===== config.mk =====
export PLATFORM = sky130hd
export DESIGN_NAME = qset_top
export DESIGN_NICKNAME = d
export VERILOG_FILES = /design/src/hdl/qset_pkg.sv /design/src/hdl/qset_stage_if.sv /design/src/hdl/qset_stage.sv /design/src/hdl/qset_top.sv
export SDC_FILE = /design/constraint.sdc
export NUM_CORES = 1
export LEC_CHECK = 0
export ABC_AREA = 1
export BUFFER_PORTS_ARGS = -buffer_cell sky130_fd_sc_hd__buf_2
export CAP_MARGIN = 10
export CORE_MARGIN = 2
export CORE_UTILIZATION = 25
export CTS_CLUSTER_DIAMETER = 60
export DETAILED_ROUTE_END_ITERATION = 8
export GPL_TIMING_DRIVEN = 1
export PLACE_DENSITY = 0.5
export SLEW_MARGIN = 20
export SYNTH_ARGS = -nofsm -noshare
export SYNTH_HDL_FRONTEND = slang
export SYNTH_HIERARCHICAL = 1
export SYNTH_SLANG_ARGS = --single-unit

===== constraint.sdc =====
create_clock -name MCLK -period 5 [get_ports MCLK]
set_input_delay 0.5 -clock MCLK [delete_from_list [all_inputs] [get_ports MCLK]]
set_output_delay 0.5 -clock MCLK [all_outputs]
set_load 0.02 [all_outputs]

===== src/hdl/qset_pkg.sv =====
// Constants shared by the questionable status event tree
package qset_pkg;
    localparam int          QSET_W        = 15;
    localparam int          QSET_STB_W    = 8;
    localparam int          QSET_DW       = 32;
    localparam int          QSET_AW       = 8;
    localparam logic [14:0] QSET_RISE_RST = 15'h7FFF;
    localparam logic [14:0] QSET_FALL_RST = 15'h0000;
    localparam logic [14:0] QSET_EN_RST   = 15'h0000;
    localparam logic [14:0] QSET_ZERO     = 15'h0000;
    localparam int          QSET_CAL_BIT  = 8;
    localparam int          QSET_TEMP_BIT = 4;
    localparam int          QSET_ALIGN_BIT = 14;
    localparam int          QSET_SB_QUES  = 3;
    localparam int          QSET_SB_OPER  = 7;
    localparam int          QSET_LO_MSB   = 7;
    // Byte address is {group, field}
    localparam logic [2:0]  QSET_G_QUES   = 3'h0;
    localparam logic [2:0]  QSET_G_CAL    = 3'h1;
    localparam logic [2:0]  QSET_G_OPER   = 3'h2;
    localparam logic [2:0]  QSET_G_MISC   = 3'h3;
    localparam logic [4:0]  QSET_F_COND   = 5'h00;
    localparam logic [4:0]  QSET_F_EVENT  = 5'h04;
    localparam logic [4:0]  QSET_F_EN     = 5'h08;
    localparam logic [4:0]  QSET_F_RISE   = 5'h0C;
    localparam logic [4:0]  QSET_F_FALL   = 5'h10;
    localparam logic [4:0]  QSET_F_STB    = 5'h00;
    localparam logic [4:0]  QSET_F_PRESET = 5'h04;
endpackage


===== src/hdl/qset_stage_if.sv =====
// Link between the bus front end and one event stage
`timescale 1ns/1ps
interface qset_stage_if;
    import qset_pkg::*;
    logic [QSET_W-1:0] cond;
    logic [QSET_W-1:0] wdata;
    logic [1:0]        wsel;
    logic              wr_en;
    logic              wr_rise;
    logic              wr_fall;
    logic              preset;
    logic              rd_clr;
    logic [QSET_W-1:0] event_q;
    logic [QSET_W-1:0] en_q;
    logic [QSET_W-1:0] rise_q;
    logic [QSET_W-1:0] fall_q;
    logic              summary;
    modport ctrl  (output cond, wdata, wsel, wr_en, wr_rise, wr_fall, preset, rd_clr,
                   input event_q, en_q, rise_q, fall_q, summary);
    modport stage (input cond, wdata, wsel, wr_en, wr_rise, wr_fall, preset, rd_clr,
                   output event_q, en_q, rise_q, fall_q, summary);
endinterface


===== src/hdl/qset_stage.sv =====
// One stage: transition filters, latched events, enable mask, summary
`timescale 1ns/1ps
module qset_stage
    import qset_pkg::*;
(
    // Clock and reset
    input wire logic   clk,
    input wire logic   rst_n,
    // Front end link
    qset_stage_if.stage sif
);
    typedef struct packed {
        logic [QSET_W-1:0] prev;
        logic [QSET_W-1:0] event_r;
        logic [QSET_W-1:0] en;
        logic [QSET_W-1:0] rise;
        logic [QSET_W-1:0] fall;
    } qset_stage_type;

    qset_stage_type    s_q;
    qset_stage_type    s_d;
    logic [QSET_W-1:0] rise_ev;
    logic [QSET_W-1:0] fall_ev;

    function automatic logic [QSET_W-1:0] qset_merge(input logic [QSET_W-1:0] old,
                                                     input logic [QSET_W-1:0] nw,
                                                     input logic [1:0] sel);
        qset_merge = old;
        if (sel[0])
        begin
            qset_merge[QSET_LO_MSB:0] = nw[QSET_LO_MSB:0];
        end
        if (sel[1])
        begin
            qset_merge[QSET_W-1:QSET_LO_MSB+1] = nw[QSET_W-1:QSET_LO_MSB+1];
        end
    endfunction

    assign rise_ev = sif.cond & ~s_q.prev & s_q.rise;
    assign fall_ev = ~sif.cond & s_q.prev & s_q.fall;

    always_comb
    begin
        s_d = s_q;
        s_d.prev = sif.cond;
        // sticky, set wins over read clear
        s_d.event_r = (sif.rd_clr ? QSET_ZERO : s_q.event_r) | rise_ev | fall_ev;
        if (sif.preset)
        begin
            s_d.en   = QSET_EN_RST;
            s_d.rise = QSET_RISE_RST;
            s_d.fall = QSET_FALL_RST;
        end
        if (sif.wr_en)
        begin
            s_d.en = qset_merge(s_q.en, sif.wdata, sif.wsel);
        end
        if (sif.wr_rise)
        begin
            s_d.rise = qset_merge(s_q.rise, sif.wdata, sif.wsel);
        end
        if (sif.wr_fall)
        begin
            s_d.fall = qset_merge(s_q.fall, sif.wdata, sif.wsel);
        end
    end

    always_ff @(posedge clk)
    begin
        if (!rst_n)
        begin
            s_q <= '{prev: QSET_ZERO, event_r: QSET_ZERO, en: QSET_EN_RST,
                     rise: QSET_RISE_RST, fall: QSET_FALL_RST};
        end
        else
        begin
            s_q <= s_d;
        end
    end

    assign sif.event_q = s_q.event_r;
    assign sif.en_q    = s_q.en;
    assign sif.rise_q  = s_q.rise;
    assign sif.fall_q  = s_q.fall;
    assign sif.summary = |(s_q.event_r & s_q.en);
endmodule


===== src/hdl/qset_top.sv =====
// Questionable status event tree with classic Wishbone register slave
//
// Contract
// - Enable mask 16 passes temperature summary event to status byte summary.
// - Event bits stay latched until read; a read returns then clears them.
// - Condition sets event only through a set rise or fall filter bit.
// - Event read returns all bits as one unsigned binary-weighted integer.
// - Falling condition with fall filter bit sets event; fall filter resets zero.
// - Rising condition with rise filter bit sets event; rise filter resets ones.
// - Fall filter 16 records temperature summary clearing, reaching status byte.
// - Rise filter 16 records temperature summary asserting.
// - Condition registers do not latch; reads return live state.
// - Calibration condition read returns live bits as binary-weighted integer.
// - Enabled calibration events drive calibration summary at questionable bit 8.
// - Calibration bit 16384 flags alignment needed, visible when enabled.
// - Operation rise filter 1 reports align-now start to status byte.
// - Questionable summary is status byte bit 3.
// - Preset restores filters and enables, leaving events untouched.
`timescale 1ns/1ps
module qset_top
    import qset_pkg::*;
(
    // Clock and reset
    input  wire logic                  MCLK,
    input  wire logic                  RESET_N,
    // Wishbone slave
    input  wire logic                  CYC_I,
    input  wire logic                  STB_I,
    input  wire logic                  WE_I,
    input  wire logic [QSET_AW-1:0]    ADR_I,
    input  wire logic [3:0]            SEL_I,
    input  wire logic [QSET_DW-1:0]    DAT_I,
    output      logic [QSET_DW-1:0]    DAT_O,
    output      logic                  ACK_O,
    // Live condition pins
    input  wire logic [QSET_W-1:0]     QUES_COND,
    input  wire logic [QSET_W-1:0]     CAL_COND,
    input  wire logic [QSET_W-1:0]     OPER_COND,
    // Status byte
    output      logic [QSET_STB_W-1:0] STATUS_BYTE
);
    localparam int PW = 3 * QSET_W;
    // Field offset bits inside a group
    localparam int FLD_W = $bits(QSET_F_COND);
    // Status byte bits that carry a summary
    localparam logic [QSET_STB_W-1:0] SB_USED = (QSET_STB_W'(1) << QSET_SB_QUES) | (QSET_STB_W'(1) << QSET_SB_OPER);

    typedef struct packed {
        logic [PW-1:0]         sync1;
        logic [PW-1:0]         sync2;
        logic [PW-1:0]         sync3;
        logic [PW-1:0]         filt;
        logic                  ack;
        logic [QSET_DW-1:0]    dat;
        logic [QSET_STB_W-1:0] sb;
        logic                  q8_prev;
    } qset_top_type;

    qset_top_type          m_q;
    qset_top_type          m_d;
    logic                  req;
    logic                  wr;
    logic                  rd;
    logic [2:0]            grp;
    logic [4:0]            fld;
    logic [QSET_W-1:0]     ques_live;
    logic [QSET_W-1:0]     cal_live;
    logic [QSET_W-1:0]     oper_live;
    logic [QSET_W-1:0]     rd_val;

    qset_stage_if q_sif();
    qset_stage_if c_sif();
    qset_stage_if o_sif();

    // Field read of one stage
    function automatic logic [QSET_W-1:0] qset_rd(input logic [4:0] f,
                                                  input logic [QSET_W-1:0] cond,
                                                  input logic [QSET_W-1:0] ev,
                                                  input logic [QSET_W-1:0] en,
                                                  input logic [QSET_W-1:0] ri,
                                                  input logic [QSET_W-1:0] fa);
        case (f)
            QSET_F_COND:  qset_rd = cond;
            QSET_F_EVENT: qset_rd = ev;
            QSET_F_EN:    qset_rd = en;
            QSET_F_RISE:  qset_rd = ri;
            QSET_F_FALL:  qset_rd = fa;
            default:      qset_rd = QSET_ZERO;
        endcase
    endfunction

    // Address hit for one field of one group
    function automatic logic qset_hit(input logic [2:0] g, input logic [4:0] f,
                                      input logic [2:0] gw, input logic [4:0] fw);
        qset_hit = (g == gw) && (f == fw);
    endfunction

    assign req = CYC_I & STB_I & ~m_q.ack;
    assign wr  = req & WE_I;
    assign rd  = req & ~WE_I;
    assign grp = ADR_I[QSET_AW-1:FLD_W];
    assign fld = ADR_I[FLD_W-1:0];

    assign oper_live = m_q.filt[3*QSET_W-1:2*QSET_W];
    assign cal_live  = m_q.filt[2*QSET_W-1:QSET_W];
    always_comb
    begin
        ques_live = m_q.filt[QSET_W-1:0];
        ques_live[QSET_CAL_BIT] = c_sif.summary;
    end

    assign q_sif.cond = ques_live;
    assign c_sif.cond = cal_live;
    assign o_sif.cond = oper_live;

    assign q_sif.wdata = DAT_I[QSET_W-1:0];
    assign c_sif.wdata = DAT_I[QSET_W-1:0];
    assign o_sif.wdata = DAT_I[QSET_W-1:0];
    assign q_sif.wsel  = SEL_I[1:0];
    assign c_sif.wsel  = SEL_I[1:0];
    assign o_sif.wsel  = SEL_I[1:0];

    assign q_sif.wr_en   = wr & qset_hit(grp, fld, QSET_G_QUES, QSET_F_EN);
    assign q_sif.wr_rise = wr & qset_hit(grp, fld, QSET_G_QUES, QSET_F_RISE);
    assign q_sif.wr_fall = wr & qset_hit(grp, fld, QSET_G_QUES, QSET_F_FALL);
    assign c_sif.wr_en   = wr & qset_hit(grp, fld, QSET_G_CAL, QSET_F_EN);
    assign c_sif.wr_rise = wr & qset_hit(grp, fld, QSET_G_CAL, QSET_F_RISE);
    assign c_sif.wr_fall = wr & qset_hit(grp, fld, QSET_G_CAL, QSET_F_FALL);
    assign o_sif.wr_en   = wr & qset_hit(grp, fld, QSET_G_OPER, QSET_F_EN);
    assign o_sif.wr_rise = wr & qset_hit(grp, fld, QSET_G_OPER, QSET_F_RISE);
    assign o_sif.wr_fall = wr & qset_hit(grp, fld, QSET_G_OPER, QSET_F_FALL);

    assign q_sif.preset = wr & qset_hit(grp, fld, QSET_G_MISC, QSET_F_PRESET);
    assign c_sif.preset = q_sif.preset;
    assign o_sif.preset = q_sif.preset;

    // clear on read of event register
    assign q_sif.rd_clr = rd & qset_hit(grp, fld, QSET_G_QUES, QSET_F_EVENT);
    assign c_sif.rd_clr = rd & qset_hit(grp, fld, QSET_G_CAL, QSET_F_EVENT);
    assign o_sif.rd_clr = rd & qset_hit(grp, fld, QSET_G_OPER, QSET_F_EVENT);

    // read value as plain binary integer
    always_comb
    begin
        case (grp)
            QSET_G_QUES: rd_val = qset_rd(fld, ques_live, q_sif.event_q, q_sif.en_q,
                                          q_sif.rise_q, q_sif.fall_q);
            QSET_G_CAL:  rd_val = qset_rd(fld, cal_live, c_sif.event_q, c_sif.en_q,
                                          c_sif.rise_q, c_sif.fall_q);
            QSET_G_OPER: rd_val = qset_rd(fld, oper_live, o_sif.event_q, o_sif.en_q,
                                          o_sif.rise_q, o_sif.fall_q);
            QSET_G_MISC: rd_val = (fld == QSET_F_STB) ? {7'h00, m_q.sb} : QSET_ZERO;
            default:     rd_val = QSET_ZERO;
        endcase
    end

    always_comb
    begin
        m_d = m_q;
        // Pin filter: a bit moves once stages two and three agree
        m_d.sync1 = {OPER_COND, CAL_COND, QUES_COND};
        m_d.sync2 = m_q.sync1;
        m_d.sync3 = m_q.sync2;
        m_d.filt  = (m_q.sync3 & ~(m_q.sync2 ^ m_q.sync3)) | (m_q.filt & (m_q.sync2 ^ m_q.sync3));
        m_d.ack   = req;
        if (rd)
        begin
            m_d.dat = {17'h00000, rd_val};
        end
        m_d.sb = '0;
        m_d.sb[QSET_SB_QUES] = q_sif.summary;
        m_d.sb[QSET_SB_OPER] = o_sif.summary;
        m_d.q8_prev = ques_live[QSET_CAL_BIT];
    end

    always_ff @(posedge MCLK)
    begin
        if (!RESET_N)
        begin
            m_q <= '0;
        end
        else
        begin
            m_q <= m_d;
        end
    end

    assign ACK_O       = m_q.ack;
    assign DAT_O       = m_q.dat;
    assign STATUS_BYTE = m_q.sb;

    qset_stage u_ques
    (
        .clk   (MCLK),
        .rst_n (RESET_N),
        .sif   (q_sif)
    );

    qset_stage u_cal
    (
        .clk   (MCLK),
        .rst_n (RESET_N),
        .sif   (c_sif)
    );

    qset_stage u_oper
    (
        .clk   (MCLK),
        .rst_n (RESET_N),
        .sif   (o_sif)
    );
endmodule


==> impl_summary.md, run 1 <==
Run status
The flow ran to the end, and the final reports show no timing, DRC or antenna violations.

Die
The overall die height is roughly 280 um. The die span in x is 281 um. In this run the standard cell core region covers 75,900 sq um.

The number of top-level design ports is about 140. After floorplanning, the core was divided into 101 placement rows. The initial utilization of the core area, before any placement, comes to 25.3%.

The floorplan step defined a die boundary enclosing 78,900 sq um.

Power
The leakage power is 9.98 nW. The power density over cell area is between 300 and 400 nW/um^2. Across the VDD grid, the largest voltage drop is 0.000226 V. The total power consumption of the routed design is 0.00755 W.

Setup path
The reg2reg setup slack is 2570 ps. Data arrives at the worst endpoint at 2980 ps. The worst setup path is captured at a register.

The worst setup path is launched from a primary input. The maximum fanout along the worst path is 10. The path type of the worst setup path is primary input to register. The required time at the endpoint of the critical path is around 5500 ps.

Synth
The synthesized instance count is ~2,700. In the synthesized netlist the dominant register cell turns out to be dfxtp_1. The xor/xnor share of the synthesized area is 0%. During synthesis, Yosys emitted a total of 6 warnings.

The synthesized netlist devotes 7.22% of its cell area to compound gates. The post-synthesis simple-gate area fraction is 30.8%. The synthesis-stage register bit count is 419. The number of different library cells in the post-synthesis netlist is 25.

In this run the mean area of a mapped cell was 7.14 sq um. After Yosys synthesis, full adders, half adders and majority gates account for 0% of the synthesized area. The mapped netlist covers 19,200 sq um.

Yosys mapped a number of flops with a built-in enable equal to 0. The main combinational cell family by area after synthesis is simple AND/OR/NAND/NOR gates. The async set-reset flop share out of synthesis is 0%. In the synthesized netlist, mux cells make up 0% of the area. Sequential elements use ~44% of the synthesized area.

Clock tree
In this run, CTS created clock tree buffers numbering 51. After clock tree synthesis, the clock-pin slew on the worst setup and hold paths is 60 ps. Buffers added to address setup during post-CTS repair amount to 0. The clock tree from TritonCTS is done. The post-cts repair resize count is 0. The maximum count of clock buffers along a single path is 3. The maximum level of the CTS H-tree is 2. The later-pin clock latency in the skew report is 600 ps. In this run, post-CTS hold repair placed 0 buffers. The clock sink total is between 400 and 500. The clock root buffer is clkbuf_16.

STA
The final count of pins violating max slew is 0. Setup repair after global routing left no endpoint under its margin. For the pin with the worst max-slew slack, the measured transition is 960 ps.

The clock period minus worst slack is 2470 ps. The fmax is 404 MHz. Setup violations remaining at the end of the flow were counted as 0.

The worst pin sits at a relative slew slack of 35.9%. The final worst-path cycle share is about half. The final sum of negative setup slack is 0 ps.

The final setup slack of the worst path is between 2000 and 3000 ps. Clock skew on the completed layout was measured at 26.6 ps. The final hold violation count is 0.

Drt
The wire length per cell after detailed routing is 15.9 um. The starting DRC count in detailed routing is 1,377. Dividing the detail-routed via count by the number of cells gives 4.44. The number of optimization iterations in the first detailed-route pass is 7. For this run, design rule violations remaining after detail routing come to 0. Summing over every cut layer, the via total after detailed routing is 16,021. The routed design has 57,300 um of wire.

The remaining antenna violation count is 0.

Placement
Once placement completed, the tool counted placed cells totaling between 3,000 and 4,000. The congestion estimate from routability-driven global placement came to 0.838. The detailed-placement wirelength estimate is 37,400 um. The placed instances occupy a cell area of approximately 19,000 sq um. In this run the tool buffered the top-level ports with 91 buffer cells. Before CTS, the worst setup slack after placement is 1530 ps.

Final layout
For this run, the number of standard cells in the final layout without fillers is between 3,000 and 4,000. The number of nets in the finished design is 2,635. In the layout the commonest cells are 727 x nand2_1, 419 x dfxtp_1, 309 x inv_1. The number of fill cells is 8,375. Leaving out fill and tap cells, the most frequent cell in the layout is nand2_1. The final standard cell area without fillers is 20,700 sq um. The area growth from synthesis to layout is 7.88%. The share of layout cells above drive strength 1 is about a tenth.

Hold path
The type of the tightest min-delay check is primary input to register.

GRT
The via count of the first global-routing pass is 14,787. The initial antenna violation count is 2. Entering global routing, the biggest net connects 93 pins. The aggregate global-route resource usage is 14.5%. The total overflow reported by the global router is 0. The first global-routing pass estimated slightly below 90,000 um of wire.

Job
The number of violations of the max-capacitance limit is 0.
==> through the flow <==
stage / utilization (%) / hold WS [ps]
6_report: 27.2 / 80.3
5_1_grt: 27.2 / 70.4
4_1_cts: 27.2 / 45.2
3_5_place_dp: 25.0 / 395
3_3_place_gp: 25.0 / 399
2_1_floorplan: - / 386
==> critical path, cell delays in order <==
cell     delay [ps]
buf_2           120
inv_1            60
nor2_2           70
buf_4           220
inv_1            80
nor2_1          580
nand2_1         210
nor2_1          390
nand2_2         270
inv_2           230
nand2_1          70
a21oi_1         150
==> area by class of cell <==
cell class / count / area [sq um] / area share [%]
sequential: 419 / 8390 / 40.5
multi-input combinational: 1619 / 7390 / 35.7
clock buffer: 70 / 1420 / 6.85
tap: 1030 / 1290 / 6.23
inverter: 340 / 1280 / 6.17
timing repair buffer: 110 / 623 / 3.01
clock inverter: 21 / 304 / 1.47
antenna: 1 / 2.50 / 0.0121
==> synth_stat cells, types with 16 or more instances <==
| cell type | n | area share (%) |
|---|---|---|
| o21ai_0 | 51 | 1.3 |
| nand2_2 | 16 | 0.52 |
| buf_2 | 48 | 1.3 |
| nand4_1 | 150 | 4.9 |
| clkbuf_1 | 42 | 0.82 |
| buf_4 | 226 | 8.8 |
| dfxtp_1 | 419 | 44 |
| a21oi_1 | 188 | 4.9 |
| nand3_1 | 268 | 7.0 |
| o21ai_1 | 27 | 0.70 |
| inv_1 | 309 | 6.0 |
| nor2_1 | 129 | 2.5 |
| inv_2 | 31 | 0.61 |
| nand2_1 | 727 | 14 |
==> cell families (layout without fill, tap and decap cells) <==
logic type	after synthesis	in the layout
buf+inv	670	541
simple gates	1324	1324
flops	419	419
compound gates	272	272
other cells	1	24
==> path summary, 6_finish.rpt <==
check,startpoint,endpoint,cells past startpoint
worst max register to register,ACK_O,u_oper/sif.event_q[14],10
worst min-delay path,CAL_COND[4],m_d[151],3
worst max-delay path,ADR_I[6],u_oper/sif.fall_q[12],12
worst min register to register,m_d[154],m_d[109],2
==> report_power, final <==
group	internal (W)	switching, W	leakage (nW)
registers	0.00339	0.0000215	3.40
clock network	0.00234	0.00147	0.842
logic	0.0000716	0.000260	5.74
==> metal layers <==
layer	global-route usage, %	routed length [um]
met1	19.5	26300
met2	22.2	24600
met3	3.91	4710
met4	4.77	1610
met5	0	13
Power figures use the tool's default switching activity.
==> run 2: changes to the inputs <==
==> constraint.sdc (replaced) <==
create_clock -name MCLK -period 2.4 [get_ports MCLK]
set_input_delay 0.24 -clock MCLK [delete_from_list [all_inputs] [get_ports MCLK]]
set_output_delay 0.24 -clock MCLK [all_outputs]
set_load 0.02 [all_outputs]
==> run 2 against run 1 <==
Hold slack lost 34 ps. Clock power rose by 94%. Power rose by 100%. Non-clock buffer count increased by 82. Cell count increased by 2.0%. Largest cell class unchanged.
==> impl_summary.md, run 2 (synthesis gave the netlist of run 1 again) <==
STA
Timing would allow up to 491 MHz. The count of endpoints failing setup in the final report is 0 (unchanged). Setup repair after global routing left no endpoint under its margin. The final hold violation count is 0 (unchanged). The transition time at the pin with the least slew margin is 648 ps (-312 ps).

The final count of pins violating max slew is 0 (unchanged). The final sum of negative setup slack is 0 ps (unchanged). Counting I/O delays and the setup requirement, the final critical path takes 2040 ps. The worst-case headroom to the max-slew limit is 56.8% (+21 points). The final worst-path cycle share is 84.9%. The worst clock skew is 32.6 ps (+5.94 ps).

GRT
The global routing met2 resource utilization is 22.0% (-0.20 points). The initial antenna violation count is 4 (+2). The wire length of the first global-routing pass is 89,700 um (+1.6%). The aggregate global-route resource usage was 14.7% (+0.23 points). The fraction of met3 tracks used by global routing is 3.43% (-0.48 points). The largest net degree at the start of global routing was 97 (+4.3%). The total overflow reported by the global router was 0 (unchanged). The via count of the first global-routing pass is 14,970 (+1.2%). The peak-usage layer in the global routing report is met2. The met1 usage in global routing was 20.5% (+0.93 points).

Hold path
The type of the tightest min-delay check is primary input to register.

Clock tree
The maximum count of clock buffers along a single path is 3 (unchanged). The clock sink total is 419 (unchanged). The CTS clock-pin slew for the worst setup and hold paths is 60 ps (about the same).

The buffer count from post-CTS setup fixing is 0 (unchanged). The clock root buffer is clkbuf_16. TritonCTS built the clock tree.

The post-cts repair resize count is 0 (unchanged). The later-pin clock latency in the skew report came to 600 ps (about the same). The number of buffers added by the clock tree synthesis step is 49 (-3.9%).

The maximum level of the CTS H-tree came to 2 (unchanged).

Setup path
For this design, the slowest cell found on the critical path is nor2_1. The data arrival time of the critical path is 2550 ps (-430 ps). The startpoint identified for the worst register-to-register timing path is ACK_O. The required time at the endpoint of the critical path is 2910 ps (-2590 ps). The endpoint identified for the worst register-to-register timing path is u_oper/sif.en_q[8]. Traced cell by cell, the critical path runs through nand3b_4, nor2_1, buf_4, nand2_1, nor2_1, nand2_2, inv_2, nand2_1, a21oi_2. The largest stage delay on the critical path came to 410 ps (-170 ps).

The worst setup path is launched from a register. The cell count of the worst reg-to-reg path is 9 (-1). The start point of the critical path is ACK_O. By startpoint and endpoint, the worst setup path is classified as register to register. The endpoint kind of the worst setup timing path is a register. Following the worst setup path forward leads to its endpoint at u_oper/sif.en_q[8]. The maximum fanout along the worst path is 8 (-2).

The reg2reg setup slack is 360 ps (-2210 ps).

Drt
The total DRC errors in the routed layout is 0 (unchanged). The wire length per cell after detailed routing was 15.8 um (-0.12%). The number of optimization iterations in the first detailed-route pass is 5 (-2). The starting DRC count in detailed routing is 1,507 (+9.4%). The post-detailed-routing wire length came to 58,400 um (+1.9%). The remaining antenna violation count is 0 (unchanged). The average vias per placed instance is 4.44 (+0.14%).

The total number of vias is 16,373 (+2.2%).

Die
The overall die area is 78,900 sq um (unchanged). The number of top-level design ports is 135 (unchanged). The overall die height was 281 um (unchanged). The placeable core area is 75,900 sq um (unchanged). The die span in x was 281 um (unchanged). The number of core rows is 101 (unchanged). The initial core utilization is 25.3% (unchanged).

Placement
The total of buffers placed on input and output ports was 91 (unchanged). The total placed instance area was 19,300 sq um (+2.0%). The placer congestion estimate came to 0.837 (-0.20%). The detailed-placement wirelength estimate was 38,900 um (+4.2%).

Final layout
From synthesis to final layout, the design area changed by 11.4%. The share of layout cells above drive strength 1 is 11.2% (+0.80 points). The antenna diode count is 0 (-1). The number of nets in the finished design is 2,715 (+3.0%). The final standard cell area without fillers came to 21,400 sq um (+3.2%). The most common library cell in the layout ignoring fill and taps is nand2_1.

The number of fill cells is 8,323 (-0.62%). The library cells used most frequently in the layout, excluding fill and tap cells, are 727 x nand2_1, 419 x dfxtp_1, 309 x inv_1.

Power
The leakage power is 10.3 nW (+3.2%). The power density over cell area was 715 nW/um^2 (+96%). The worst vdd rail ir drop is 0.000472 V (+110%).

Job
The number of violations of the max-capacitance limit is 0 (unchanged).

Run status
The flow ran to the end, and the final reports show no timing, DRC or antenna violations.
-- run 2: changes by cell type in the layout (fill, tap and decap cells not counted), sizes merged --
| cell | previous run | this run |
|---|---|---|
| dlygate4sd3 | 0 | 46 |
| buf | 110 | 146 |
| bufinv | 7 | 4 |
| clkbuf | 70 | 67 |
| clkinvlp | 2 | 1 |
| diode | 1 | 0 |
-- run 2: layout make-up --
| class | count | area [sq um] | share of cell area (%) |
|---|---|---|---|
| Tap cell | 1030 | 1290 | 6.03 |
| Clock buffer | 67 | 1350 | 6.34 |
| Sequential cell | 419 | 8390 | 39.3 |
| Multi-Input combinational cell | 1619 | 7390 | 34.6 |
| Timing Repair Buffer | 192 | 1450 | 6.80 |
| Clock inverter | 17 | 209 | 0.978 |
| Inverter | 340 | 1280 | 5.98 |
-- run 2: worst max-delay path, delay by kind of cell, from the launching register on --
kind | cells | cell delay [ps]
buffers and inverters | 2 | 360
AOI/OAI and AO/OA | 1 | 150
and+or+nand+nor | 6 | 1130
DFF | 1 | 310
-- run 2: metrics by stage --
step,hold slack [ps],total power [W],setup slack [ps],cells,util (%)
global route,25.9,0.0159,238,3684,28.1
floorplan,338,0.00767,228,2708,-
detailed placement,399,0.00799,238,3554,25.5
CTS,19.7,0.0155,435,3684,28.1
global placement,395,0.00799,280,3554,25.5
finish,45.9,0.0153,363,3684,28.1
-- run 2: worst min-delay path by stage --
stage,start,slack (ps),depth (start not counted),end
floorplan,QUES_COND[0],340,2,m_d[132]
global placement,m_d[147],390,2,m_d[102]
detailed placement,m_d[164],400,2,m_d[119]
CTS,DAT_I[12],20,3,u_cal/sif.fall_q[12]
global route,DAT_I[12],30,3,u_cal/sif.fall_q[12]
finish,DAT_I[14],50,3,u_cal/sif.fall_q[14]
-- run 2: where the power goes --
| group | switching (W) | internal [W] |
|---|---|---|
| Clock | 0.00301 | 0.00437 |
| Combinational | 0.000562 | 0.000233 |
| Sequential | 0.0000441 | 0.00706 |
-- run 2: routing by layer --
layer / wire, um / up-vias / part of all wire, %
met5: 0 / - / 0
met4: 1750 / 0 / 3.0
met3: 4380 / 97 / 7.5
met2: 24900 / 541 / 43
met1: 27400 / 7544 / 47
li1: - / 8191 / -
-- run 2: repair_timing --
item / CTS / global route
hold endpoints to repair: 45 / 0
setup endpoints to repair: 0 / 0
hold buffers: 46 / 0
